`src/core/lam_consts.svh`:
```
// Named offsets, field positions, reset values and timing for the output macrocells.
// Assumes inclusion by bare name from lam_pkg and the macrocell top module.
`ifndef LAM_CONSTS_SVH
`define LAM_CONSTS_SVH

`define LAM_CELLS 8
`define LAM_TERMS 8
`define LAM_OFF_CFG 5'h00
`define LAM_OFF_CTRL 5'h04
`define LAM_OFF_STATUS 5'h08
`define LAM_OFF_SIG_LO 5'h0c
`define LAM_OFF_SIG_HI 5'h10
`define LAM_CFG_SEL_A 0
`define LAM_CFG_SEL_B 1
`define LAM_CFG_MODE_LSB 8
`define LAM_CFG_POL_LSB 16
`define LAM_CTRL_LOCK 0
`define LAM_CTRL_PRELOAD 1
`define LAM_CTRL_SECURE 2
`define LAM_CTRL_ERASE 3
`define LAM_ST_STANDBY 0
`define LAM_ST_SECURED 1
`define LAM_ST_INVALID 2
`define LAM_ST_LOCKED 3
`define LAM_ST_Q_LSB 8
`define LAM_ST_OUT_LSB 16
`define LAM_ST_OE_LSB 24
`define LAM_CFG_RESET 8'h00
`define LAM_SIG_RESET 64'h0000_0000_0000_0000
`define LAM_PIN_RESET 8'hff
`define LAM_RESP_OKAY 2'b00
`define LAM_RESP_SLVERR 2'b10
`define LAM_STANDBY_NS 50
`define LAM_CLK_NS 20
`define LAM_STANDBY_CYC ((`LAM_STANDBY_NS + `LAM_CLK_NS - 1) / `LAM_CLK_NS)

`endif

```
`src/core/lam_pkg.sv`:
```
// Types shared by the macrocell top: cell configuration codes and the state record.
// Assumes lam_consts.svh is on the include path.
`include "lam_consts.svh"

package lam_pkg;

  // Code is {global_arch_sel_a, global_arch_sel_b, cell_mode_bit}
  typedef enum logic [2:0] {
    lam_cfg_reg_out = 3'b010,
    lam_cfg_comb_io_reg = 3'b011,
    lam_cfg_comb_out = 3'b100,
    lam_cfg_input = 3'b101,
    lam_cfg_comb_io = 3'b111
  } lam_cell_cfg_e;

  typedef struct packed {
    logic aw_got;
    logic aw_hit;
    logic [4:0] aw_addr;
    logic w_got;
    logic [31:0] w_data;
    logic [3:0] w_strb;
    logic bvalid;
    logic [1:0] bresp;
    logic rvalid;
    logic [1:0] rresp;
    logic [31:0] rdata;
    logic sel_a;
    logic sel_b;
    logic [`LAM_CELLS-1:0] mode;
    logic [`LAM_CELLS-1:0] pol;
    logic locked;
    logic secured;
    logic [63:0] sig;
    logic preload_pend;
    logic [`LAM_CELLS-1:0] q;
    logic [`LAM_CELLS-1:0] pin_out;
    logic [`LAM_CELLS-1:0] pin_oe_n;
    logic [`LAM_CELLS-1:0] fb;
    logic [2:0] idle_cnt;
    logic standby;
    logic [`LAM_CELLS+1:0] prev_pins;
    logic [`LAM_CELLS*`LAM_TERMS-1:0] prev_pterm;
  } lam_state_s;

endpackage : lam_pkg

```
`src/core/lam_sync.sv`:
```
// Two-stage synchroniser for pin levels entering the ref_clk domain.
// Assumes inputs are asynchronous levels; only the second stage may be read.
`timescale 1ns/1ns

module lam_sync #(
  parameter int W = 1
) (
  input wire logic ref_clk,
  input wire logic rst,
  input wire logic [W-1:0] async_in,
  output logic [W-1:0] sync_out
);

  typedef struct packed {
    logic [W-1:0] s1;
    logic [W-1:0] s2;
  } lam_sync_s;

  lam_sync_s st;
  lam_sync_s next_st;

  always_comb begin
    next_st = st;
    next_st.s1 = async_in;
    next_st.s2 = st.s1;
  end

  always_ff @(posedge ref_clk) begin
    if (rst) begin
      st <= '0;
    end else begin
      st <= next_st;
    end
  end

  assign sync_out = st.s2;

endmodule : lam_sync

```
`src/core/lam_macrocells.sv`:
```
// Eight configurable output macrocells with an AXI4-Lite register slave.
// Assumes product terms come from same-clock array logic; pins are asynchronous.
// What this block does
// - Non-registered comb I/O: seven terms to OR, eighth enables buffer.
// - Non-registered comb I/O: pin level feeds back to the array.
// - No registers: clock and enable pins feed back via last and first cells.
// - Registered-device comb I/O: seven terms, eighth enables, own pin feeds back.
// - Dedicated input: output buffer always disabled.
// - Dedicated input feedback from adjacent pin; end cells use enable/clock pins.
// - Polarity bit XORs the sum: 1 active high, 0 active low.
// - Combinatorial output: centre cells give no feedback.
// - Centre cells cannot be dedicated inputs; such a setting is invalid.
// - Inputs idle about 50 ns puts the block into standby.
// - Standby holds outputs; any input change resumes with no added delay.
// - Flip-flops clear low at start; registered outputs then read high.
// - Registers can be preloaded with arbitrary states from the output pins.
// - Preload works whether or not the security bit is set.
// - Security set refuses configuration readback, programming and verification.
// - Security bit clears only with a full array erase or with rst.
// - 64-bit signature word stays readable regardless of security.
// - Registered output: eight terms, clocked on rising edge, Q-bar feedback, pin enable.
// - Combinatorial output: eight terms, feedback on except in centre cells.
// - End cells steer feedback mux with inverted sel_a instead of sel_b.
// - Configuration: two global bits, one mode and one polarity bit per cell.
`timescale 1ns/1ns
`include "lam_consts.svh"

module lam_macrocells
  import lam_pkg::*;
#(
  parameter int ADDR_W = 12
) (
  input wire logic ref_clk,
  input wire logic rst,
  input wire logic [ADDR_W-1:0] s_axi_awaddr,
  input wire logic s_axi_awvalid,
  output logic s_axi_awready,
  input wire logic [31:0] s_axi_wdata,
  input wire logic [3:0] s_axi_wstrb,
  input wire logic s_axi_wvalid,
  output logic s_axi_wready,
  output logic [1:0] s_axi_bresp,
  output logic s_axi_bvalid,
  input wire logic s_axi_bready,
  input wire logic [ADDR_W-1:0] s_axi_araddr,
  input wire logic s_axi_arvalid,
  output logic s_axi_arready,
  output logic [31:0] s_axi_rdata,
  output logic [1:0] s_axi_rresp,
  output logic s_axi_rvalid,
  input wire logic s_axi_rready,
  input wire logic clk_pin,
  input wire logic shared_drive_enable_n,
  input wire logic [`LAM_CELLS-1:0] io_in,
  output logic [`LAM_CELLS-1:0] io_out,
  output logic [`LAM_CELLS-1:0] io_oe_n,
  input wire logic [`LAM_CELLS*`LAM_TERMS-1:0] product_term,
  output logic [`LAM_CELLS-1:0] array_feedback
);

  localparam int NC = `LAM_CELLS;
  localparam int NT = `LAM_TERMS;
  localparam logic [2:0] IDLE_CYC = 3'(`LAM_STANDBY_CYC);
  localparam int CENTRE_LO = NC / 2 - 1;
  localparam int CENTRE_HI = NC / 2;

  lam_state_s st;
  lam_state_s next_st;

  logic [NC-1:0] io_s;
  logic [1:0] ctl_s;
  logic clk_s;
  logic oe_pin_n_s;
  logic [NC-1:0] cell_x;
  logic [NC-1:0] cell_oe_n;
  logic [NC-1:0] cell_fb;
  logic [NC-1:0] cell_is_reg;
  logic [NC-1:0] cell_bad;
  logic [NC-1:0] next_q;
  logic clk_rise;

  lam_sync #(.W(NC)) u_sync_io (
    .ref_clk(ref_clk),
    .rst(rst),
    .async_in(io_in),
    .sync_out(io_s)
  );

  lam_sync #(.W(2)) u_sync_ctl (
    .ref_clk(ref_clk),
    .rst(rst),
    .async_in({clk_pin, shared_drive_enable_n}),
    .sync_out(ctl_s)
  );

  assign clk_s = ctl_s[1];
  assign oe_pin_n_s = ctl_s[0];
  assign clk_rise = clk_s & ~st.prev_pins[NC+1];

  function automatic logic [31:0] lam_merge(input logic [31:0] old_v, input logic [31:0] new_v,
                                            input logic [3:0] strb);
    logic [31:0] r;
    r = old_v;
    for (int b = 0; b < 4; b++) begin
      if (strb[b]) begin
        r[b*8 +: 8] = new_v[b*8 +: 8];
      end
    end
    return r;
  endfunction : lam_merge

  genvar gi;
  generate
    for (gi = 0; gi < NC; gi++) begin : g_cell
      lam_cell_cfg_e cfg;
      logic sum7;
      logic pt_last;
      logic sum;
      logic adj;
      logic fb_hi_sel;
      logic centre;

      assign cfg = lam_cell_cfg_e'({st.sel_a, st.sel_b, st.mode[gi]});
      assign sum7 = |product_term[gi*NT +: NT-1];
      assign pt_last = product_term[gi*NT + NT - 1];
      assign centre = (gi == CENTRE_LO) || (gi == CENTRE_HI);
      // Comb I/O reserves the last term for the enable and dedicated input drops it; other modes OR all eight
      assign sum = st.mode[gi] ? sum7 : (sum7 | pt_last);
      assign cell_x[gi] = st.pol[gi] ? sum : ~sum;
      assign cell_is_reg[gi] = (cfg == lam_cfg_reg_out);

      if (gi == 0) begin : g_adj_first
        assign adj = ~oe_pin_n_s;
      end else if (gi == NC - 1) begin : g_adj_last
        assign adj = clk_s;
      end else if (gi < NC / 2) begin : g_adj_low
        assign adj = io_s[gi-1];
      end else begin : g_adj_high
        assign adj = io_s[gi+1];
      end

      if (gi == 0 || gi == NC - 1) begin : g_sel_end
        assign fb_hi_sel = ~st.sel_a;
      end else begin : g_sel_mid
        assign fb_hi_sel = st.sel_b;
      end

      always_comb begin
        cell_oe_n[gi] = 1'b1;
        cell_fb[gi] = 1'b0;
        cell_bad[gi] = 1'b0;
        case (cfg)
          lam_cfg_reg_out: begin
            cell_oe_n[gi] = oe_pin_n_s;
            cell_fb[gi] = ~next_q[gi];
          end
          lam_cfg_comb_io_reg, lam_cfg_comb_io: begin
            cell_oe_n[gi] = ~pt_last;
            cell_fb[gi] = fb_hi_sel ? io_s[gi] : adj;
          end
          lam_cfg_comb_out: begin
            cell_oe_n[gi] = 1'b0;
            cell_fb[gi] = centre ? 1'b0 : adj;
          end
          lam_cfg_input: begin
            cell_oe_n[gi] = 1'b1;
            cell_fb[gi] = centre ? 1'b0 : adj;
            cell_bad[gi] = centre;
          end
          default: begin
            // Unprogrammed or undefined code: pin stays off the wire
            cell_bad[gi] = 1'b1;
          end
        endcase
      end

      // Flip-flop holds the inverse so a cleared register drives the pin high
      always_comb begin
        next_q[gi] = st.q[gi];
        if (st.preload_pend) begin
          next_q[gi] = ~io_s[gi];
        end else if (cell_is_reg[gi] && clk_rise && !st.sel_a) begin
          next_q[gi] = ~cell_x[gi];
        end
      end
    end
  endgenerate

  always_comb begin
    logic changed;
    logic awake;
    logic wr_fire;
    logic wr_ok;
    logic [31:0] merged;
    logic [31:0] cfg_word;
    logic [4:0] ra;
    logic ra_hit;
    changed = 1'b0;
    awake = 1'b0;
    wr_fire = 1'b0;
    wr_ok = 1'b1;
    merged = '0;
    cfg_word = '0;
    ra = '0;
    ra_hit = 1'b0;
    next_st = st;

    // Standby: a change of any input wakes immediately, so no cycle is added
    changed = ({clk_s, oe_pin_n_s, io_s} != st.prev_pins) || (product_term != st.prev_pterm);
    awake = changed || (st.idle_cnt < IDLE_CYC);
    next_st.prev_pins = {clk_s, oe_pin_n_s, io_s};
    next_st.prev_pterm = product_term;
    if (changed) begin
      next_st.idle_cnt = '0;
    end else if (st.idle_cnt < IDLE_CYC) begin
      next_st.idle_cnt = st.idle_cnt + 3'd1;
    end
    next_st.standby = ~awake;

    next_st.q = next_q;
    next_st.preload_pend = 1'b0;
    // Preload is a test action, so it refreshes the pins even in standby
    if (awake || st.preload_pend) begin
      for (int i = 0; i < NC; i++) begin
        next_st.pin_out[i] = cell_is_reg[i] ? ~next_q[i] : cell_x[i];
      end
      next_st.pin_oe_n = cell_oe_n;
      next_st.fb = cell_fb;
    end

    cfg_word = '0;
    cfg_word[`LAM_CFG_SEL_A] = st.sel_a;
    cfg_word[`LAM_CFG_SEL_B] = st.sel_b;
    cfg_word[`LAM_CFG_MODE_LSB +: NC] = st.mode;
    cfg_word[`LAM_CFG_POL_LSB +: NC] = st.pol;

    // Write channel: address and data taken in either order, answered after both
    if (s_axi_awvalid && !st.aw_got && !st.bvalid) begin
      next_st.aw_got = 1'b1;
      next_st.aw_addr = s_axi_awaddr[4:0];
      next_st.aw_hit = (s_axi_awaddr[ADDR_W-1:5] == '0) && (s_axi_awaddr[1:0] == 2'b00);
    end
    if (s_axi_wvalid && !st.w_got && !st.bvalid) begin
      next_st.w_got = 1'b1;
      next_st.w_data = s_axi_wdata;
      next_st.w_strb = s_axi_wstrb;
    end
    if (st.bvalid && s_axi_bready) begin
      next_st.bvalid = 1'b0;
    end

    wr_fire = st.aw_got && st.w_got && !st.bvalid;
    if (wr_fire) begin
      next_st.aw_got = 1'b0;
      next_st.w_got = 1'b0;
      next_st.bvalid = 1'b1;
      wr_ok = st.aw_hit;
      if (st.aw_hit) begin
        case (st.aw_addr)
          `LAM_OFF_CFG: begin
            // Programming is refused while locked for operation or secured
            if (st.locked || st.secured) begin
              wr_ok = 1'b0;
            end else begin
              merged = lam_merge(cfg_word, st.w_data, st.w_strb);
              next_st.sel_a = merged[`LAM_CFG_SEL_A];
              next_st.sel_b = merged[`LAM_CFG_SEL_B];
              next_st.mode = merged[`LAM_CFG_MODE_LSB +: NC];
              next_st.pol = merged[`LAM_CFG_POL_LSB +: NC];
            end
          end
          `LAM_OFF_CTRL: begin
            // A refused erase must not drop the lock either
            if (st.w_strb[0] && st.w_data[`LAM_CTRL_ERASE] && st.locked) begin
              wr_ok = 1'b0;
            end else if (st.w_strb[0]) begin
              next_st.locked = st.w_data[`LAM_CTRL_LOCK];
              if (st.w_data[`LAM_CTRL_PRELOAD]) begin
                next_st.preload_pend = 1'b1;
              end
              if (st.w_data[`LAM_CTRL_SECURE]) begin
                next_st.secured = 1'b1;
              end
              if (st.w_data[`LAM_CTRL_ERASE]) begin
                // Erase returns the whole array to the blank state at once
                next_st.secured = 1'b0;
                next_st.locked = 1'b0;
                next_st.sel_a = 1'b0;
                next_st.sel_b = 1'b0;
                next_st.mode = `LAM_CFG_RESET;
                next_st.pol = `LAM_CFG_RESET;
                next_st.sig = `LAM_SIG_RESET;
              end
            end
          end
          `LAM_OFF_SIG_LO: begin
            if (st.locked || st.secured) begin
              wr_ok = 1'b0;
            end else begin
              next_st.sig[31:0] = lam_merge(st.sig[31:0], st.w_data, st.w_strb);
            end
          end
          `LAM_OFF_SIG_HI: begin
            if (st.locked || st.secured) begin
              wr_ok = 1'b0;
            end else begin
              next_st.sig[63:32] = lam_merge(st.sig[63:32], st.w_data, st.w_strb);
            end
          end
          default: begin
            wr_ok = 1'b0;
          end
        endcase
      end
      next_st.bresp = wr_ok ? `LAM_RESP_OKAY : `LAM_RESP_SLVERR;
    end

    // Read channel: one outstanding read, data registered with the answer
    if (st.rvalid && s_axi_rready) begin
      next_st.rvalid = 1'b0;
    end
    if (s_axi_arvalid && !st.rvalid) begin
      ra = s_axi_araddr[4:0];
      ra_hit = (s_axi_araddr[ADDR_W-1:5] == '0) && (s_axi_araddr[1:0] == 2'b00);
      next_st.rvalid = 1'b1;
      next_st.rdata = '0;
      next_st.rresp = `LAM_RESP_OKAY;
      if (!ra_hit) begin
        next_st.rresp = `LAM_RESP_SLVERR;
      end else begin
        case (ra)
          `LAM_OFF_CFG: begin
            if (st.secured) begin
              next_st.rresp = `LAM_RESP_SLVERR;
            end else begin
              next_st.rdata = cfg_word;
            end
          end
          `LAM_OFF_CTRL: begin
            next_st.rdata[`LAM_CTRL_LOCK] = st.locked;
          end
          `LAM_OFF_STATUS: begin
            next_st.rdata[`LAM_ST_STANDBY] = st.standby;
            next_st.rdata[`LAM_ST_SECURED] = st.secured;
            next_st.rdata[`LAM_ST_INVALID] = |cell_bad;
            next_st.rdata[`LAM_ST_LOCKED] = st.locked;
            next_st.rdata[`LAM_ST_Q_LSB +: NC] = st.q;
            next_st.rdata[`LAM_ST_OUT_LSB +: NC] = st.pin_out;
            next_st.rdata[`LAM_ST_OE_LSB +: NC] = st.pin_oe_n;
          end
          `LAM_OFF_SIG_LO: begin
            next_st.rdata = st.sig[31:0];
          end
          `LAM_OFF_SIG_HI: begin
            next_st.rdata = st.sig[63:32];
          end
          default: begin
            next_st.rresp = `LAM_RESP_SLVERR;
          end
        endcase
      end
    end
  end

  always_ff @(posedge ref_clk) begin
    if (rst) begin
      st <= '0;
      st.pin_out <= `LAM_PIN_RESET;
      st.pin_oe_n <= `LAM_PIN_RESET;
    end else begin
      st <= next_st;
    end
  end

  assign s_axi_awready = !st.aw_got && !st.bvalid;
  assign s_axi_wready = !st.w_got && !st.bvalid;
  assign s_axi_bvalid = st.bvalid;
  assign s_axi_bresp = st.bresp;
  assign s_axi_arready = !st.rvalid;
  assign s_axi_rvalid = st.rvalid;
  assign s_axi_rdata = st.rdata;
  assign s_axi_rresp = st.rresp;
  assign io_out = st.pin_out;
  assign io_oe_n = st.pin_oe_n;
  assign array_feedback = st.fb;

endmodule : lam_macrocells

```
`config.mk`:
```
export PLATFORM = sky130hd
export DESIGN_NAME = lam_macrocells
export DESIGN_NICKNAME = d
export VERILOG_FILES = /design/src/core/lam_pkg.sv /design/src/core/lam_sync.sv /design/src/core/lam_macrocells.sv
export VERILOG_INCLUDE_DIRS = /design/src /design/src/core
export SDC_FILE = /design/constraint.sdc
export NUM_CORES = 1
export LEC_CHECK = 0
export ABC_AREA = 1
export BUFFER_PORTS_ARGS = -buffer_cell sky130_fd_sc_hd__buf_2
export CORE_ASPECT_RATIO = 1.2
export CORE_UTILIZATION = 40
export DETAILED_ROUTE_END_ITERATION = 8
export GPL_ROUTABILITY_DRIVEN = 0
export PLACE_DENSITY_LB_ADDON = 0.15
export SLEW_MARGIN = 0
export SYNTH_ARGS = -nofsm -noshare
export SYNTH_HDL_FRONTEND = slang
export SYNTH_HIERARCHICAL = 1
export SYNTH_SLANG_ARGS = --single-unit
```
`constraint.sdc`:
```
create_clock -name ref_clk -period 1.9 [get_ports ref_clk]
set_input_delay 0.19 -clock ref_clk [delete_from_list [all_inputs] [get_ports ref_clk]]
set_output_delay 0.19 -clock ref_clk [all_outputs]
set_load 0.03 [all_outputs]
```
* After elaboration in Yosys (flattened, before gate mapping)
Index checks and enable logic that the tools add are counted.
Word-level totals: flip-flop bits (word level) 297, input port bits 141, output and inout bits 65, word-level logic and storage cells 368
Cells by class: add/subtract/negate cells 1, order comparisons 1, eq/ne operators 64, multiplexer cells 106, bitwise gates (word level) 57, reductions and logical operators 101
Operator list (count):
- $mux 85 | 2
- $pmux 32 s2 | 2
- $pmux 24 s4 | 1
- $reduce_and 8->1 | 11
- $mux 84 | 1
- $eq 3x3->1 const B | 22
- $mux 1 | 64
- $mux 32 | 2
- $ne 64x64->1 | 1
- $reduce_or 7->1 | 8
- $eq 3x2->1 const B | 16
- $not 1->1 | 48
- $pmux 1 s3 | 14
- $pmux 18 s2 | 1
- $mux 35 | 1
- $ne 2x2->1 const B | 17
- $mux 8 | 4
- $reduce_or 2->1 | 16
- $logic_and 1x1->1 | 31
- $reduce_or 5->1 | 6
- $mux 24 | 1
- $mux 18 | 1
- $eq 5x4->1 const B | 3
- $logic_not 7->1 | 2
- 25 further kinds | 55

* Depth between registers and ports, before layout
word-level depth 10, depth in mapped cells 15, mapped depth without buffers 14

* Hierarchy
Netlist, hierarchy kept.
By module, submodules not included:
- lam_macrocells | instances 1, cells each 2049, area each 13848.3 um^2, sequential area each 5505.3 um^2
- lam_sync (u_sync_io) | instances 1, cells each 50, area each 474.2 um^2, sequential area each 320.3 um^2
- lam_sync (u_sync_ctl) | instances 1, cells each 12, area each 110.1 um^2, sequential area each 80.1 um^2

* Least setup slack after synthesis
No wires, ideal clock.
kind register -> register, from register st[73] in the netlist's numbering, to register st (netlist bit io_out[3]), library setup time 0.130 ns, arrival 1.713 ns, data required time 1.770 ns, path slack 0.057 ns, stages on the path, launching flop included 14, path buffers 1, period minus slack after synthesis 1.843 ns, cell sequence dfxtp_1 > inv_1 > ha_1 > a21boi_0 > nand2_1 > nor2_1 > nand2_1 > nor2_1 > nand3_2 > nor2_8 > nand3_4 > buf_2 > nand2_1 > nand3_1
Between the ends: longest elaborated chain between the ends 8, elaborated cells between the ends (all ways) 12, classes of those cells 1 x eq/ne; 3 x mux; 3 x bitwise; 5 x reduce/logical
Ends and longest elaborated chain:
- start: declaration | line lam_macrocells.sv:67 | lam_state_s st;
- start signal: assignment | line lam_macrocells.sv:371 | st <= next_st;
- $not 1->1 | line lam_macrocells.sv:98 | assign clk_rise = clk_s & ~st.prev_pins[NC+1];
- $and 1x1->1 | line lam_macrocells.sv:98
- $logic_and 1x1->1 (2 in a row) | line lam_macrocells.sv:182 | end else if (cell_is_reg[gi] && clk_rise && !st.sel_a) begin
- $mux 1 | line lam_macrocells.sv:182
- $mux 1 | line lam_macrocells.sv:180 | if (st.preload_pend) begin
- $not 1->1 | line lam_macrocells.sv:225 | next_st.pin_out[i] = cell_is_reg[i] ? ~next_q[i] : cell_x[i];
- $mux 1 | line lam_macrocells.sv:225
Parallel ways exist; a longest one is shown, timed or not. A chain may end at the register's enable or synchronous reset.

* Worst setup path in the final report
from register st[73] in the netlist's numbering, to register st (netlist bit io_out[6])
Same word-level chain as after synthesis.

==> run summary <==
via total after detailed routing: 14,530
post-synthesis cell type count: 52
total inserted antenna cells: 0
Die Outline Area: 36,850 um^2
total I/O pin count: 206
Avg Inst Size Synth: 6.837 um^2
Clk pin slew, worst setup/hold paths: 60 ps
GR Layer Usage met2: 0.4592
accumulated negative setup slack: -80.32 ps
failing checks: setup timing
worst reg2reg setup slack: -30 ps
post-synthesis register bit count: 295
Total Routed Length: 48,260 um
maximum clock insertion buffer count: 3
RR Startpoint: st[73]$_SDFF_PP0_
xor and xnor fraction of the mapped netlist area: 0.009103
TritonCTS clock tree: built
cell with the biggest individual delay on the critical path: dfxtp_2
width of the die: 175.4 um
setup repair after global routing missed its margin: yes
mapped cell area: 14,430 um^2
startpoint type of the worst setup path: flop
Max Freq: 519.2 MHz
count of nets after finishing: 2,599
HPWL reported at the end of detailed placement: 35,810 um
input/output buffers: 203
simple-gate area share of the yosys netlist: 0.3137
layer carrying the most global-route usage: met2
Worst Hold End: st[275]$_SDFFE_PP0P_
number of flops mapped to enable cells by yosys: 0
multiplexer fraction of the synthesized cell area: 0
final hold violation count: 0
largest family of logic cells by synthesized area: simple AND/OR/NAND/NOR gates
area added between synthesis and finish: 29.78%
critical path class: flop to flop
destination of the worst register-to-register timing path: io_out[6]$_SDFFE_PP1P_
number of cell instances on the worst register-to-register path: 13
met3 demand-to-capacity share in global routing: 0.03517
share of layout cells above drive strength 1: 0.2041
maximum cell stage delay along the critical path: 320 ps
number of detailed-routing iterations run before antenna repair: 5
first-pass GRT wire length: 74,750 um
maxcap violations: 0
routed vias/inst: 4.939
largest vdd supply drop: 0.5807 mV
type of the tightest min-delay check: input pin to flop
reported leakage power: 8.396 nW
DRC violations left: 0
data arrival time of the critical path: 2330 ps
GR Layer Usage met1: 0.2991
synthesized instance count: 2,111
maximum number of pins on one net before global-route repair: 112
sink count of the clock tree: 295
total number of H-tree levels: 2
sequential-to-total area share from yosys stat: 0.4092
Detail Route Antenna Nets: 0
highest net fanout along the worst path: 6
pin slew with the least headroom to its limit: 815.4 ps
clock root cell: clkbuf_16
YS warnings: 6
average detailed-routed wire length per instance: 16.41 um
Max transition margin: 0.4507
floorplan die height: 210.1 um
worst-case clock skew: 29.40 ps
launching element of the worst setup path: st[73]$_SDFF_PP0_
antenna violations before repair: 0
crit path cell chain: inv_2 -> ha_4 -> a21boi_2 -> nand2_1 -> nor2_1 -> nand2_1 -> nor2_2 -> nand3_4 -> nor2_8 -> buf_12 -> nand3_4 -> nand2_2 -> nand3_2
post-synthesis share of cell area spent on full adders, half adders and majority gates: 0.001734
Final Cycle Share: 1.014
Req. time, crit path: 2300 ps
GRT Overall Usage: 0.2602
fin. max-slew vios: 0
standard cell core area: 35,280 um^2
startpoint of the lowest-slack hold path: s_axi_awaddr[7]
number of global-route vias before repair: 13,930
minimum clock period after layout: 1926 ps
# setup viols final: 8
run status: finished with violations
Hold Worst Slack: 23.11 ps
Skew-Pair Late Insertion Delay: 540 ps
share of synthesized flip-flops with an asynchronous set or reset: 0
setup slack of the critical path after layout: -26.06 ps
Iteration-0 DRC Markers: 913
power after layout: 14.66 mW
type of element capturing the critical path: flop
pre-CTS setup slack: -124.1 ps
Min-Delay Path Depth: 4
synthesized-area fraction occupied by ao, oa, aoi and oai cells: 0.1283
number of buffers created by CTS: 34
Main synth FF type: dfxtp_1
total power divided by cell area: 782.4 nW/um^2
Starting Density: 0.4090
number of rows in the core area: 75
Overflow after GRT: 0
[kinds of logic after synthesis]
kind of cell | count (synthesis)
fa+ha+maj | 2
compound gates | 303
xor+xnor | 15
simple gates | 1051
buf+inv | 444
flops | 295
other cells | 1
[final cells by class]
| cell class | count | area (um^2) |
|---|---|---|
| Fill cell | 3505 | 16550 |
| Timing Repair Buffer | 442 | 3257 |
| Multi-Input combinational cell | 1376 | 6746 |
| Clock inverter | 12 | 112.6 |
| Tap cell | 462 | 578.1 |
| Inverter | 307 | 1165 |
| Sequential cell | 295 | 5912 |
| Clock buffer | 47 | 959.7 |
[synthesized netlist by cell type, types with 3 or more instances]
| cell | instances | area, um^2 |
|---|---|---|
| buf_1 | 10 | 37.54 |
| dfxtp_1 | 295 | 5906 |
| a21oi_4 | 3 | 48.80 |
| nor2_4 | 6 | 67.56 |
| o21ai_0 | 101 | 505.5 |
| nand3b_1 | 13 | 97.59 |
| nand2_2 | 4 | 25.02 |
| clkbuf_1 | 46 | 172.7 |
| a21oi_1 | 90 | 450.4 |
| a211oi_2 | 9 | 112.6 |
| o211ai_1 | 5 | 37.54 |
| a211oi_1 | 24 | 180.2 |
| a22oi_1 | 17 | 127.6 |
| a32oi_1 | 14 | 122.6 |
| inv_1 | 292 | 1096 |
| a31oi_1 | 7 | 43.79 |
| buf_2 | 11 | 55.05 |
| inv_2 | 11 | 41.29 |
| nand3_1 | 90 | 450.4 |
| o21ai_1 | 3 | 15.01 |
| nand4_1 | 53 | 331.6 |
| buf_6 | 7 | 78.83 |
| nand2_4 | 6 | 67.56 |
| nor2_2 | 8 | 50.05 |
| buf_4 | 62 | 465.5 |
| xnor2_1 | 15 | 131.4 |
| nor3_1 | 16 | 80.08 |
| o22ai_1 | 21 | 131.4 |
| nor2_1 | 334 | 1254 |
| nor2_8 | 3 | 60.06 |
| nand2_1 | 505 | 1896 |
[stage by stage]
| stage | instances | cell area (um^2) | utilization |
|---|---|---|---|
| floorplan | 2112 | 14440 | - |
| global placement | 2753 | 16150 | 0.4577 |
| detailed placement | 2753 | 16150 | 0.4577 |
| CTS | 2931 | 18490 | 0.5241 |
| global route | 2941 | 18730 | 0.5309 |
| finish | 2941 | 18730 | 0.5309 |
[how the worst max path moves through the flow]
| stage | slack [ps] | end | cells after the start |
|---|---|---|---|
| after CTS | -30 | io_out[6]$_SDFFE_PP1P_ | 13 |
| after detailed placement | -120 | io_out[5]$_SDFFE_PP1P_ | 12 |
| after global placement | -110 | array_feedback[7]$_SDFFE_PP0P_ | 13 |
| after global routing | -120 | io_out[6]$_SDFFE_PP1P_ | 13 |
| after floorplan | 60 | io_out[3]$_SDFFE_PP1P_ | 13 |
| final | -30 | io_out[6]$_SDFFE_PP1P_ | 13 |
[critical path, delay by kind of cell, from the launching register on]
family                   cells  cell delay, ps
AND/OR/NAND/NOR              9             910
AO/OA/AOI/OAI                1             150
adder cells (fa/ha/maj)      1             260
buffers and inverters        2             190
flip-flops                   1             320
[flip-flops by register name, indices dropped and copies added (netlist names), 2 cells and up]
| register | cells |
|---|---|
| io_out | 8 |
| u_sync_ctl/sync_out | 2 |
| st | 205 |
| s_axi_rdata | 32 |
| io_oe_n | 8 |
| array_feedback | 8 |
| g_cell.cfg | 9 |
| u_sync_ctl/next_st | 2 |
| u_sync_io/sync_out | 8 |
| u_sync_io/next_st | 8 |
[power breakdown]
| group | leakage, nW | internal [mW] | switching, mW |
|---|---|---|---|
| registers | 2.42 | 6.40 | 0.173 |
| clock network | 0.524 | 3.69 | 2.68 |
| logic | 5.46 | 0.688 | 1.02 |
| total | 8.40 | 10.8 | 3.88 |
[timing repair]
item	CTS	global route
pin swaps	15	16
endpoints found under the setup margin	28	79
hold buffers	109	0
hold endpoints to repair	108	0
cloned	5	0
setup buffers	5	10
resized for setup	12	58
[cells in the final DEF (no fill, tap or decap), types with 6 or more instances in the layout]
master and instances:
clkbuf_1 7, buf_12 9, nand2_1 483, buf_2 202
inv_1 284, dfxtp_1 290, a211oi_2 11, inv_2 19
nor2_2 19, nand3b_1 13, buf_4 115, xnor2_1 15
nand3_1 87, clkbuf_16 34, a31oi_1 6, a211oi_1 22
nor3_1 16, nor2_1 322, dlygate4sd3_1 109, clkbuf_8 6
a32oi_1 14, a22oi_1 17, nand2_4 7, o22ai_1 21
a21oi_1 90, nand4_1 53, nand2_2 25, nand3_4 6
nor2_4 7, o21ai_0 99
[layer usage]
metal,vias up,share of wire
met5,-,0
met4,0,0.060
met3,129,0.046
met2,454,0.48
met1,6612,0.41
li1,7331,-
Note: power is estimated with default switching activity, not from simulation.
